--- src/rtl/sop_pkg.sv ---
package sop_pkg;
  // system clock rate and derived counts
  localparam int unsigned CLK_SYS_MHZ       = 200;
  localparam int unsigned STORE_MIN_MS      = 10;
  localparam int unsigned STORE_MIN_CYCLES  = STORE_MIN_MS * 1000 * CLK_SYS_MHZ;
  // frame lengths
  localparam int unsigned FEATURE_BITS      = 18;
  localparam int unsigned CAL_BITS          = 17;
  localparam int unsigned SHIFT_W           = 18;
  // mode-entry pulses needed after data pin raised
  localparam logic [1:0]  ENTRY_PULSES      = 2'h2;
  // calibration field positions, lsb first in field order
  localparam int unsigned STBY_LSB          = 0;
  localparam int unsigned STBY_W            = 5;
  localparam int unsigned HYST_LSB          = 5;
  localparam int unsigned HYST_W            = 3;
  localparam int unsigned HUSH_LSB          = 8;
  localparam int unsigned HUSH_W            = 4;
  localparam int unsigned CHAM_LSB          = 12;
  localparam int unsigned CHAM_W            = 5;
  // reset values
  localparam logic [SHIFT_W-1:0]  SHIFT_RST = 18'h00000;
  localparam logic [CAL_BITS-1:0] CAL_RST   = 17'h00000;
  localparam logic [4:0]          CNT_RST   = 5'h00;

  typedef enum logic [2:0] {
    SOP_BASE,
    SOP_FIRST_TEST,
    SOP_ARMED,
    SOP_PROGRAM,
    SOP_DONE
  } sop_mode_t;

  // raw pins, grouped
  typedef struct packed {
    logic mode_entry;
    logic data;
    logic shift_clk;
    logic store;
  } sop_pins_t;

  // calibration trim settings
  typedef struct packed {
    logic [CHAM_W-1:0] chamber_test_voltage_trim;
    logic [HUSH_W-1:0] hush_sensitivity_trim;
    logic [HYST_W-1:0] hysteresis_trim;
    logic [STBY_W-1:0] standby_sensitivity_trim;
  } sop_cal_t;
endpackage

--- src/rtl/sop_loader.sv ---
`timescale 1ns/1ps
// Overview of operation
// [RULE1] serial bits sampled on shift clock rising edge, kept in nonvolatile store on commit
// [RULE2] fixture powers up with all test pins low, detect high: base mode
// [RULE3] mode pin high, data high, then two low-high mode pulses enter programming
// [RULE4] eighteen feature bits shifted, one captured per shift clock edge
// [RULE5] store pulse high then low copies shift register into nonvolatile memory
// [RULE6] changing options needs power cycle and full resend; no partial update
// [RULE7] calibration load is seventeen bits: standby, hysteresis, hush, chamber, lsb first
// [RULE8] shift and store edges ignored outside programming test modes
module sop_loader
  import sop_pkg::*;
#(
  parameter int unsigned STORE_CYCLES = STORE_MIN_CYCLES
)
(
  // clock and reset
  input  wire logic                clk_sys,
  input  wire logic                reset,
  // fixture pins
  input  wire sop_pins_t           pins,
  input  wire logic                detect,
  input  wire logic                cal_select,
  // stored results
  output sop_mode_t                mode,
  output logic [FEATURE_BITS-1:0]  feature_options,
  output sop_cal_t                 cal_trim,
  output logic                     store_done,
  output logic                     short_store
);

  sop_pins_t              meta_q;
  sop_pins_t              sync_q;
  sop_pins_t              prev_q;
  logic                   det_meta_q;
  logic                   det_q;
  sop_mode_t              mode_q;
  logic [1:0]             pulse_q;
  logic [SHIFT_W-1:0]     shift_q;
  logic [4:0]             cnt_q;
  logic [31:0]            width_q;
  logic [FEATURE_BITS-1:0] feat_q;
  logic [CAL_BITS-1:0]    cal_q;
  logic                   done_q;
  logic                   short_q;
  logic                   clk_rise;
  logic                   st_rise;
  logic                   st_fall;
  logic                   me_rise;
  logic                   in_prog;

  // two-flop synchronisers; first stage feeds nothing else
  always_ff @(posedge clk_sys)
  begin
    if (reset)
    begin
      meta_q     <= '0;
      sync_q     <= '0;
      prev_q     <= '0;
      det_meta_q <= 1'b0;
      det_q      <= 1'b0;
    end
    else
    begin
      meta_q     <= pins;
      sync_q     <= meta_q;
      prev_q     <= sync_q;
      det_meta_q <= detect;
      det_q      <= det_meta_q;
    end
  end

  // edge detection on synchronised pins
  assign clk_rise = sync_q.shift_clk & ~prev_q.shift_clk;
  assign st_rise  = sync_q.store & ~prev_q.store;
  assign st_fall  = ~sync_q.store & prev_q.store;
  assign me_rise  = sync_q.mode_entry & ~prev_q.mode_entry;
  assign in_prog  = (mode_q == SOP_PROGRAM); // see [RULE8]

  // mode sequencer; reset, or the mode pin dropping in first test mode, returns to base mode
  always_ff @(posedge clk_sys)
  begin
    if (reset)
    begin
      mode_q  <= SOP_BASE; // see [RULE2]
      pulse_q <= 2'h0;
    end
    else
    begin
      unique case (mode_q)
        SOP_BASE:
        begin
          // entry only with data and store low and detect high; the shift clock is not checked
          if (me_rise && det_q && !sync_q.data && !sync_q.store)
            mode_q <= SOP_FIRST_TEST; // see [RULE3]
        end
        SOP_FIRST_TEST:
        begin
          if (!sync_q.mode_entry)
            mode_q <= SOP_BASE;
          else if (sync_q.data)
          begin
            mode_q  <= SOP_ARMED; // see [RULE3]
            pulse_q <= 2'h0;
          end
        end
        SOP_ARMED:
        begin
          // count low-then-high returns of the mode pin with data held
          if (!sync_q.data)
            mode_q <= SOP_FIRST_TEST;
          else if (me_rise)
          begin
            if (pulse_q + 2'h1 == ENTRY_PULSES)
              mode_q <= SOP_PROGRAM; // see [RULE3]
            pulse_q <= pulse_q + 2'h1;
          end
        end
        SOP_PROGRAM:
        begin
          if (done_q)
            mode_q <= SOP_DONE;
        end
        SOP_DONE:
        begin
          // locked until power cycle so no partial rewrite is possible
          mode_q <= SOP_DONE; // see [RULE6]
        end
      endcase
    end
  end

  // serial capture; new bits enter at the top so first bit ends lsb
  always_ff @(posedge clk_sys)
  begin
    if (reset)
    begin
      shift_q <= SHIFT_RST;
      cnt_q   <= CNT_RST;
    end
    else if (in_prog && clk_rise && !sync_q.store)
    begin
      shift_q <= {sync_q.data, shift_q[SHIFT_W-1:1]}; // see [RULE1] see [RULE4]
      if (cnt_q != 5'(SHIFT_W))
        cnt_q <= cnt_q + 5'h1;
    end
  end

  // store pulse width measured between synchronised edges
  always_ff @(posedge clk_sys)
  begin
    if (reset)
      width_q <= 32'h00000000;
    else if (st_rise)
      width_q <= 32'h00000001;
    else if (sync_q.store && width_q != 32'hFFFFFFFF)
      width_q <= width_q + 32'h00000001;
  end

  // commit on falling edge of a long enough pulse; short pulses rejected
  always_ff @(posedge clk_sys)
  begin
    if (reset)
    begin
      feat_q  <= '0;
      cal_q   <= CAL_RST;
      done_q  <= 1'b0;
      short_q <= 1'b0;
    end
    else if (in_prog && st_fall) // see [RULE8]
    begin
      if (width_q >= STORE_CYCLES)
      begin
        done_q <= 1'b1; // see [RULE5]
        if (cal_select)
          cal_q <= shift_q[SHIFT_W-1 -: CAL_BITS]; // see [RULE7]
        else
          feat_q <= shift_q; // see [RULE1] see [RULE4]
      end
      else
        short_q <= 1'b1;
    end
  end

  assign mode            = mode_q;
  assign feature_options = feat_q;
  assign cal_trim        = sop_cal_t'(cal_q);
  assign store_done      = done_q;
  assign short_store     = short_q;
endmodule

--- config.mk ---
export PLATFORM = sky130hd
export DESIGN_NAME = sop_loader
export DESIGN_NICKNAME = d
export VERILOG_FILES = /design/src/rtl/sop_pkg.sv /design/src/rtl/sop_loader.sv
export SDC_FILE = /design/constraint.sdc
export NUM_CORES = 1
export LEC_CHECK = 0
export ABC_AREA = 1
export BUFFER_PORTS_ARGS = -buffer_cell sky130_fd_sc_hd__buf_2
export CORE_MARGIN = 3
export CORE_UTILIZATION = 30
export CTS_BUF_LIST = sky130_fd_sc_hd__clkbuf_2
export DETAILED_ROUTE_END_ITERATION = 8
export GPL_TIMING_DRIVEN = 0
export PLACE_DENSITY_LB_ADDON = 0.25
export SLEW_MARGIN = 20
export SYNTH_ARGS = -nofsm -noshare
export SYNTH_HDL_FRONTEND = slang
export SYNTH_SLANG_ARGS = --single-unit
--- constraint.sdc ---
create_clock -name clk_sys -period 2.15 [get_ports clk_sys]
set_input_delay 0.43 -clock clk_sys [delete_from_list [all_inputs] [get_ports clk_sys]]
set_output_delay 0.43 -clock clk_sys [all_outputs]
set_load 0.005 [all_outputs]
==> flow_metrics.env, run 1 <==
export IMPL_seq_area_mm2=0.00210
export IMPL_wire_per_inst_um=12.4
export IMPL_fin_crit_sh=0.890
export IMPL_core_area_mm2=0.0166
export IMPL_min_path_type="in -> reg"
export IMPL_synth_area_mm2=0.00512
export IMPL_async_reset_ff_frac=0
export IMPL_final_nets=830
export IMPL_ys_ff_latch=105
export IMPL_cts_root_buf="clkbuf_2"
export IMPL_crit_fanout=10
export IMPL_h_tree_depth=3
export IMPL_synth_simple_area_share=0.342
export IMPL_synth_ff_type="dfxtp_1"
export IMPL_drc=0
export IMPL_tritoncts="done"
export IMPL_fp_dieH_um=137
export IMPL_dpl_hpwl_um=9790
export IMPL_die_area_mm2=0.0187
export IMPL_p_comb_frac=0.082
export IMPL_ant_nets=0
export IMPL_power_density_mw_per_mm2=566
export IMPL_swShare=0.305
export IMPL_peakVddDrop_uv=309
export IMPL_finalHoldViolCount=0
export IMPL_slew_headroom=0.541
export IMPL_multi_input_area_mm2=0.00252
export IMPL_vias=4693
export IMPL_syn_num_nets=766
export IMPL_numPortBuffers=46
export IMPL_status="complete, no violations"
export IMPL_drtIter0Drc=208
export IMPL_fillers=1825
export IMPL_place_area_mm2=0.00562
export IMPL_power_switching_uw=1010
export IMPL_numCtsBuffers=9
export IMPL_slew_viol_final=0
export IMPL_fin_area_mm2=0.00583
export IMPL_rsz0062_at_grt="no"
export IMPL_holdWs_ns=0.168
export IMPL_required_ns=2.69
export IMPL_p_total_uw=3310
export IMPL_muxShareOfSynthArea=0
export IMPL_finalSetupViolCount=0
export IMPL_fmax_mhz=523
export IMPL_fin_setup_tns_ns=0
export IMPL_leakagePower_uw=0.00230
export IMPL_worst_slew_pin_slew_ns=0.688
export IMPL_io_pin_count=48
export IMPL_antenna_found_initial=1
export IMPL_cp_start_kind="flip-flop"
export IMPL_rows=47
export IMPL_yosysWarnings=0
export IMPL_first_global_vias=4395
export IMPL_timing_worst_setup_path_type="reg -> reg"
export IMPL_seqPwrFrac=0.610
export IMPL_arrival_ns=2.46
export IMPL_holdPathStages=5
export IMPL_clk_latency_ns=0.67
export IMPL_drv_cap=0
export IMPL_synth_cell_types=30
export IMPL_seq_area_frac_synth=0.411
export IMPL_fin_skew_ns=0.0469
export IMPL_cts_sinks=105
export IMPL_ff2ff_path_depth=11
export IMPL_clockPowerShare=0.308
export IMPL_die_w_um=137
export IMPL_drive_gt1_frac=0.144
export IMPL_initial_utilization=0.307
export IMPL_grt_pass1_wl_um=21500
export IMPL_syn_to_final_growth_pct=14.0
export IMPL_overflow=0
export IMPL_worst_setup_path_end_kind="flip-flop"
export IMPL_synth_top_family_by_area="simple AND/OR/NAND/NOR gates"
export IMPL_drt_total_wl_um=12900
export IMPL_avgViaCountPerCell=4.49
export IMPL_synth_avg_cell_area_um2=6.78
export IMPL_fin_crit_ns=1.91
export IMPL_gp_congestion=0.850
export IMPL_synthCells=755
export IMPL_grt_use_total=0.144
export IMPL_grt_max_degree=23
export IMPL_intPower_uw=2300
export IMPL_drtPass1Iterations=7
export IMPL_synth_compound_area_frac=0.119
export IMPL_synth_xor_area_frac=0.0240
export IMPL_clkSlewWorstSetupHoldPaths_ns=0.36
export IMPL_synth_fa_ha_area_frac=0.00734
export IMPL_clk_path_buf_depth=2
export IMPL_synth_edf_count=0
[state kept, by name, indices dropped and copies added, names as in the netlist]
| register | count |
|---|---|
| meta_q | 4 |
| det_q | 1 |
| feature_options | 18 |
| short_store | 1 |
| width_q | 32 |
| sync_q | 4 |
| det_meta_q | 1 |
| prev_q | 3 |
| cal_trim | 17 |
| pulse_q | 2 |
| shift_q | 18 |
| mode | 3 |
| store_done | 1 |
[power groups by stage]
stage,registers [µW],clock network (µW),logic [µW]
after floorplan,2040,0,190
after global placement,2050,0,265
after detailed placement,2050,0,260
after CTS,2020,1080,272
after global routing,2030,1140,313
final,2020,1020,270
[final timing paths]
check                          start                                to  slack, ns
max          width_q[0]$_SDFFE_PP0P_          width_q[13]$_SDFFE_PP0P_       0.24
max reg2reg  width_q[0]$_SDFFE_PP0P_          width_q[13]$_SDFFE_PP0P_       0.24
min reg2reg    det_meta_q$_SDFF_PP0_                  det_q$_SDFF_PP0_       0.42
min                       cal_select  feature_options[17]$_SDFFE_PP0P_       0.17
[kinds of logic (layout without fill, tap and decap cells)]
kind of cell    after synthesis  count (layout)
simple gates                412             412
buf+inv                     112             181
compound gates              109             109
flops                       105             105
xor+xnor                     14              14
fa+ha+maj                     3               3
other cells                   0               1
[stage by stage]
| step | std cells | setup slack (ns) | utilization |
|---|---|---|---|
| floorplan | 755 | 0.524 | - |
| global placement | 1021 | 0.182 | 0.338 |
| detailed placement | 1021 | 0.173 | 0.338 |
| CTS | 1044 | 0.125 | 0.350 |
| global route | 1045 | 0.0841 | 0.351 |
| finish | 1045 | 0.237 | 0.351 |
[routing by layer]
layer | GRT usage | wire [µm]
met1 | 0.195 | 6450
met3 | 0.0268 | 481
met2 | 0.235 | 5820
met5 | 0 | 0
met4 | 0.0386 | 167
[placed cells by master, fill, tap and decap left out, types with 6 or more instances in the layout]
cell type,n
a21oi_1,66
inv_1,76
clkbuf_2,9
dlygate4sd3_1,7
nand2_1,197
xor2_1,9
buf_2,59
nand4_1,14
nand3_1,60
o21ai_0,25
buf_1,6
dfxtp_1,104
a21oi_2,16
nor2_1,121
[worst max-delay path, stage by stage (launching register included)]
cell     delay [ns]
dfxtp_2        0.49
ha_1           0.23
nand2_1        0.08
nor2_2         0.15
nand2_2        0.15
nor2_4         0.17
nand2_4        0.08
nand2_8        0.12
inv_4          0.07
buf_6          0.14
nand2_1        0.08
a21oi_2        0.05
[cell type report]
| cell class | count | area share |
|---|---|---|
| Buffer | 33 | 0.0337 |
| Multi-Input combinational cell | 538 | 0.432 |
| Inverter | 79 | 0.0513 |
| Antenna cell | 1 | 0.000429 |
| Sequential cell | 105 | 0.360 |
| Clock buffer | 9 | 0.00772 |
| Timing Repair Buffer | 53 | 0.0515 |
| Clock inverter | 7 | 0.0161 |
| Tap cell | 220 | 0.0472 |
[cells in the mapped netlist (2+ instances only)]
cell	number	area share
nand2_2	3	0.0037
buf_2	13	0.013
nor2_4	4	0.0088
xor2_1	9	0.015
clkbuf_1	5	0.0037
a21oi_1	66	0.065
a21oi_2	16	0.027
nand4_1	14	0.017
nand2_1	197	0.14
nand3b_1	2	0.0029
buf_1	6	0.0044
inv_1	76	0.056
nand3_1	60	0.059
nor3_1	3	0.0029
ha_1	3	0.0073
nor2_1	121	0.089
buf_4	5	0.0073
xnor2_1	5	0.0086
nor2_2	5	0.0061
buf_6	2	0.0044
inv_2	2	0.0015
o21ai_0	25	0.024
buf_8	2	0.0059
dfxtp_1	105	0.41
[timing repair]
action / in CTS / in global routing
hold buffers: 7 / 0
endpoints found under the hold margin: 8 / 0
setup buffers: 0 / 0
resized for setup: 0 / 1
setup endpoints to repair: 0 / 16
Note: power is estimated with default switching activity, not from simulation.
==> inputs of run 2 (changes only) <==
Settings changed: GPL_TIMING_DRIVEN 0 to not set.
==> run 2 against run 1 <==
  * Count of clock-buffer cells in the layout did not move
  * Utilization fell by 0.56 points
  * Critical endpoint is now width_q[8]$_SDFFE_PP0P_
  * Sequential cell count did not move
  * Global-route usage fell by 0.55 points
  * Via count fell by 1.6%
  * Maximum frequency fell by 0.55%
  * Combinational power fell by 4%
==> flow_metrics.env, run 2 (synthesis gave the netlist of run 1 again) <==
export IMPL_status="complete, no violations"
export IMPL_initial_utilization=0.307
export IMPL_slowest_delay_ns=0.48
export IMPL_fin_crit_ns=1.92
export IMPL_stdcell_count=1022
export IMPL_slew_viol_final=0
export IMPL_path_cells="ha_1 > nand2_1 > nor2_2 > nand2_2 > nor2_4 > nand2_4 > nand2_8 > inv_4 > nand2_1 > a21oi_2"
export IMPL_crit_fanout=24
export IMPL_swShare=0.277
export IMPL_required_ns=2.66
export IMPL_numCtsBuffers=9
export IMPL_crit_family="simple AND/OR/NAND/NOR gates"
export IMPL_path_buf_inv=1
export IMPL_timing_worst_setup_path_type="reg -> reg"
export IMPL_clkSlewWorstSetupHoldPaths_ns=0.28
export IMPL_gp_congestion=0.860
export IMPL_grt_max_degree=72
export IMPL_leakagePower_uw=0.00223
export IMPL_cp_slowest_cell="dfxtp_1"
export IMPL_peakVddDrop_uv=437
export IMPL_cp_start_kind="flip-flop"
export IMPL_worst_setup_path_end_kind="flip-flop"
export IMPL_fp_dieH_um=137
export IMPL_seqPwrFrac=0.616
export IMPL_finalHoldViolCount=0
export IMPL_first_global_vias=4185
export IMPL_power_switching_uw=904
export IMPL_drtIter0Drc=368
export IMPL_drtPass1Iterations=5
export IMPL_grt_pass1_wl_um=20800
export IMPL_clk_path_buf_depth=2
export IMPL_vias=4620
export IMPL_final_nets=807
export IMPL_io_pin_count=48
export IMPL_final_cell_mix="nand2_1, nor2_1, dfxtp_1"
export IMPL_cts_root_buf="clkbuf_2"
export IMPL_die_w_um=137
export IMPL_rows=47
export IMPL_final_common_cell="nand2_1"
export IMPL_postCtsSetupRepairBufs=0
export IMPL_fin_setup_tns_ns=0
export IMPL_intPower_uw=2360
export IMPL_finalSetupViolCount=0
export IMPL_grt_use_total=0.138
export IMPL_h_tree_depth=3
export IMPL_min_path_type="in -> reg"
export IMPL_rsz0062_at_grt="no"
export IMPL_largest_reg_flops=32
export IMPL_wire_per_inst_um=12.2
export IMPL_dpl_hpwl_um=8570
export IMPL_drc=0
export IMPL_drv_cap=0
export IMPL_clockPowerShare=0.305
export IMPL_avgViaCountPerCell=4.52
export IMPL_drive_gt1_frac=0.134
export IMPL_dpl_cell_count=1000
export IMPL_fin_skew_ns=0.0289
export IMPL_tritoncts="done"
export IMPL_ant_nets=0
export IMPL_largest_register="width_q"
export IMPL_fin_crit_sh=0.895
export IMPL_cts_sinks=105
export IMPL_fmax_mhz=520
export IMPL_slew_headroom=0.717
export IMPL_clk_latency_ns=0.62
export IMPL_antenna_found_initial=2
export IMPL_drt_total_wl_um=12500
export IMPL_numPortBuffers=47
export IMPL_arrival_ns=2.44
export IMPL_crit_top_cell="nand2_1"
export IMPL_core_area_mm2=0.0166
export IMPL_p_comb_frac=0.079
export IMPL_power_density_mw_per_mm2=569
export IMPL_die_area_mm2=0.0187
export IMPL_overflow=0
export IMPL_syn_to_final_growth_pct=12.2
export IMPL_worst_slew_pin_slew_ns=0.424
[run 2: changes by cell type in the layout (fill, tap and decap cells not counted), moves of 2 or more]
cell,before,now
dlygate4sd3_1,7,5
buf_6,2,0
buf_1,6,0
buf_8,2,0
clkbuf_1,5,0
buf_4,5,7
clkinv_8,4,0
buf_2,59,47
buf_12,0,4
[run 2: cell type report]
type	instances	area [µm²]
Fill cell	1827	10900
Multi-Input combinational cell	538	2520
Sequential cell	105	2100
Timing Repair Buffer	63	418
Inverter	79	299
Tap cell	220	275
Clock inverter	6	73.8
Clock buffer	9	45.0
Antenna cell	2	5.00
[run 2: path summary, 6_finish.rpt]
kind	to	cells after the start	from	slack, ns
worst max-delay path	width_q[8]$_SDFFE_PP0P_	10	width_q[0]$_SDFFE_PP0P_	0.23
worst max register to register	width_q[8]$_SDFFE_PP0P_	10	width_q[0]$_SDFFE_PP0P_	0.23
worst min register to register	sync_q[2]$_SDFF_PP0_	2	meta_q[2]$_SDFF_PP0_	0.41
worst min-delay path	sync_q[2]$_SDFF_PP0_	3	reset	0.19
[run 2: what timing repair did]
| action | 4_1_cts | 5_1_grt |
|---|---|---|
| gates resized for setup | 0 | 0 |
| hold buffers | 5 | 0 |
| endpoints found under the hold margin | 5 | 0 |
[run 2: power groups by stage]
stage | sequential [µW] | combinational, µW | clock [µW]
6_report | 2010 | 258 | 995
5_1_grt | 2020 | 303 | 1130
4_1_cts | 2010 | 263 | 1060
3_5_place_dp | 2050 | 254 | 0
3_3_place_gp | 2050 | 257 | 0
2_1_floorplan | 2040 | 190 | 0
[run 2: through the flow]
stage	hold slack (ns)	util	setup WS, ns	total power, µW	area (µm²)
floorplan	0.388	-	0.524	2230	5120
global placement	0.390	0.335	0.306	2300	5570
detailed placement	0.394	0.335	0.246	2300	5570
CTS	0.138	0.345	0.229	3340	5740
global route	0.127	0.345	0.0433	3460	5740
finish	0.194	0.345	0.227	3270	5740
[run 2: worst register-to-register path, delay by kind of cell (launching register included)]
| family | cells | cell delay [ns] |
|---|---|---|
| flip-flops | 1 | 0.48 |
| adder cells (fa/ha/maj) | 1 | 0.24 |
| AND/OR/NAND/NOR | 7 | 0.93 |
| buffers and inverters | 1 | 0.15 |
| AO/OA/AOI/OAI | 1 | 0.05 |
[run 2: routing by layer]
metal,global-route usage,vias up,part of all wire
li1,-,2469,-
met1,0.196,2049,0.51
met2,0.210,89,0.44
met3,0.0357,11,0.040
met4,0.0342,2,0.012
met5,0,-,0.00056
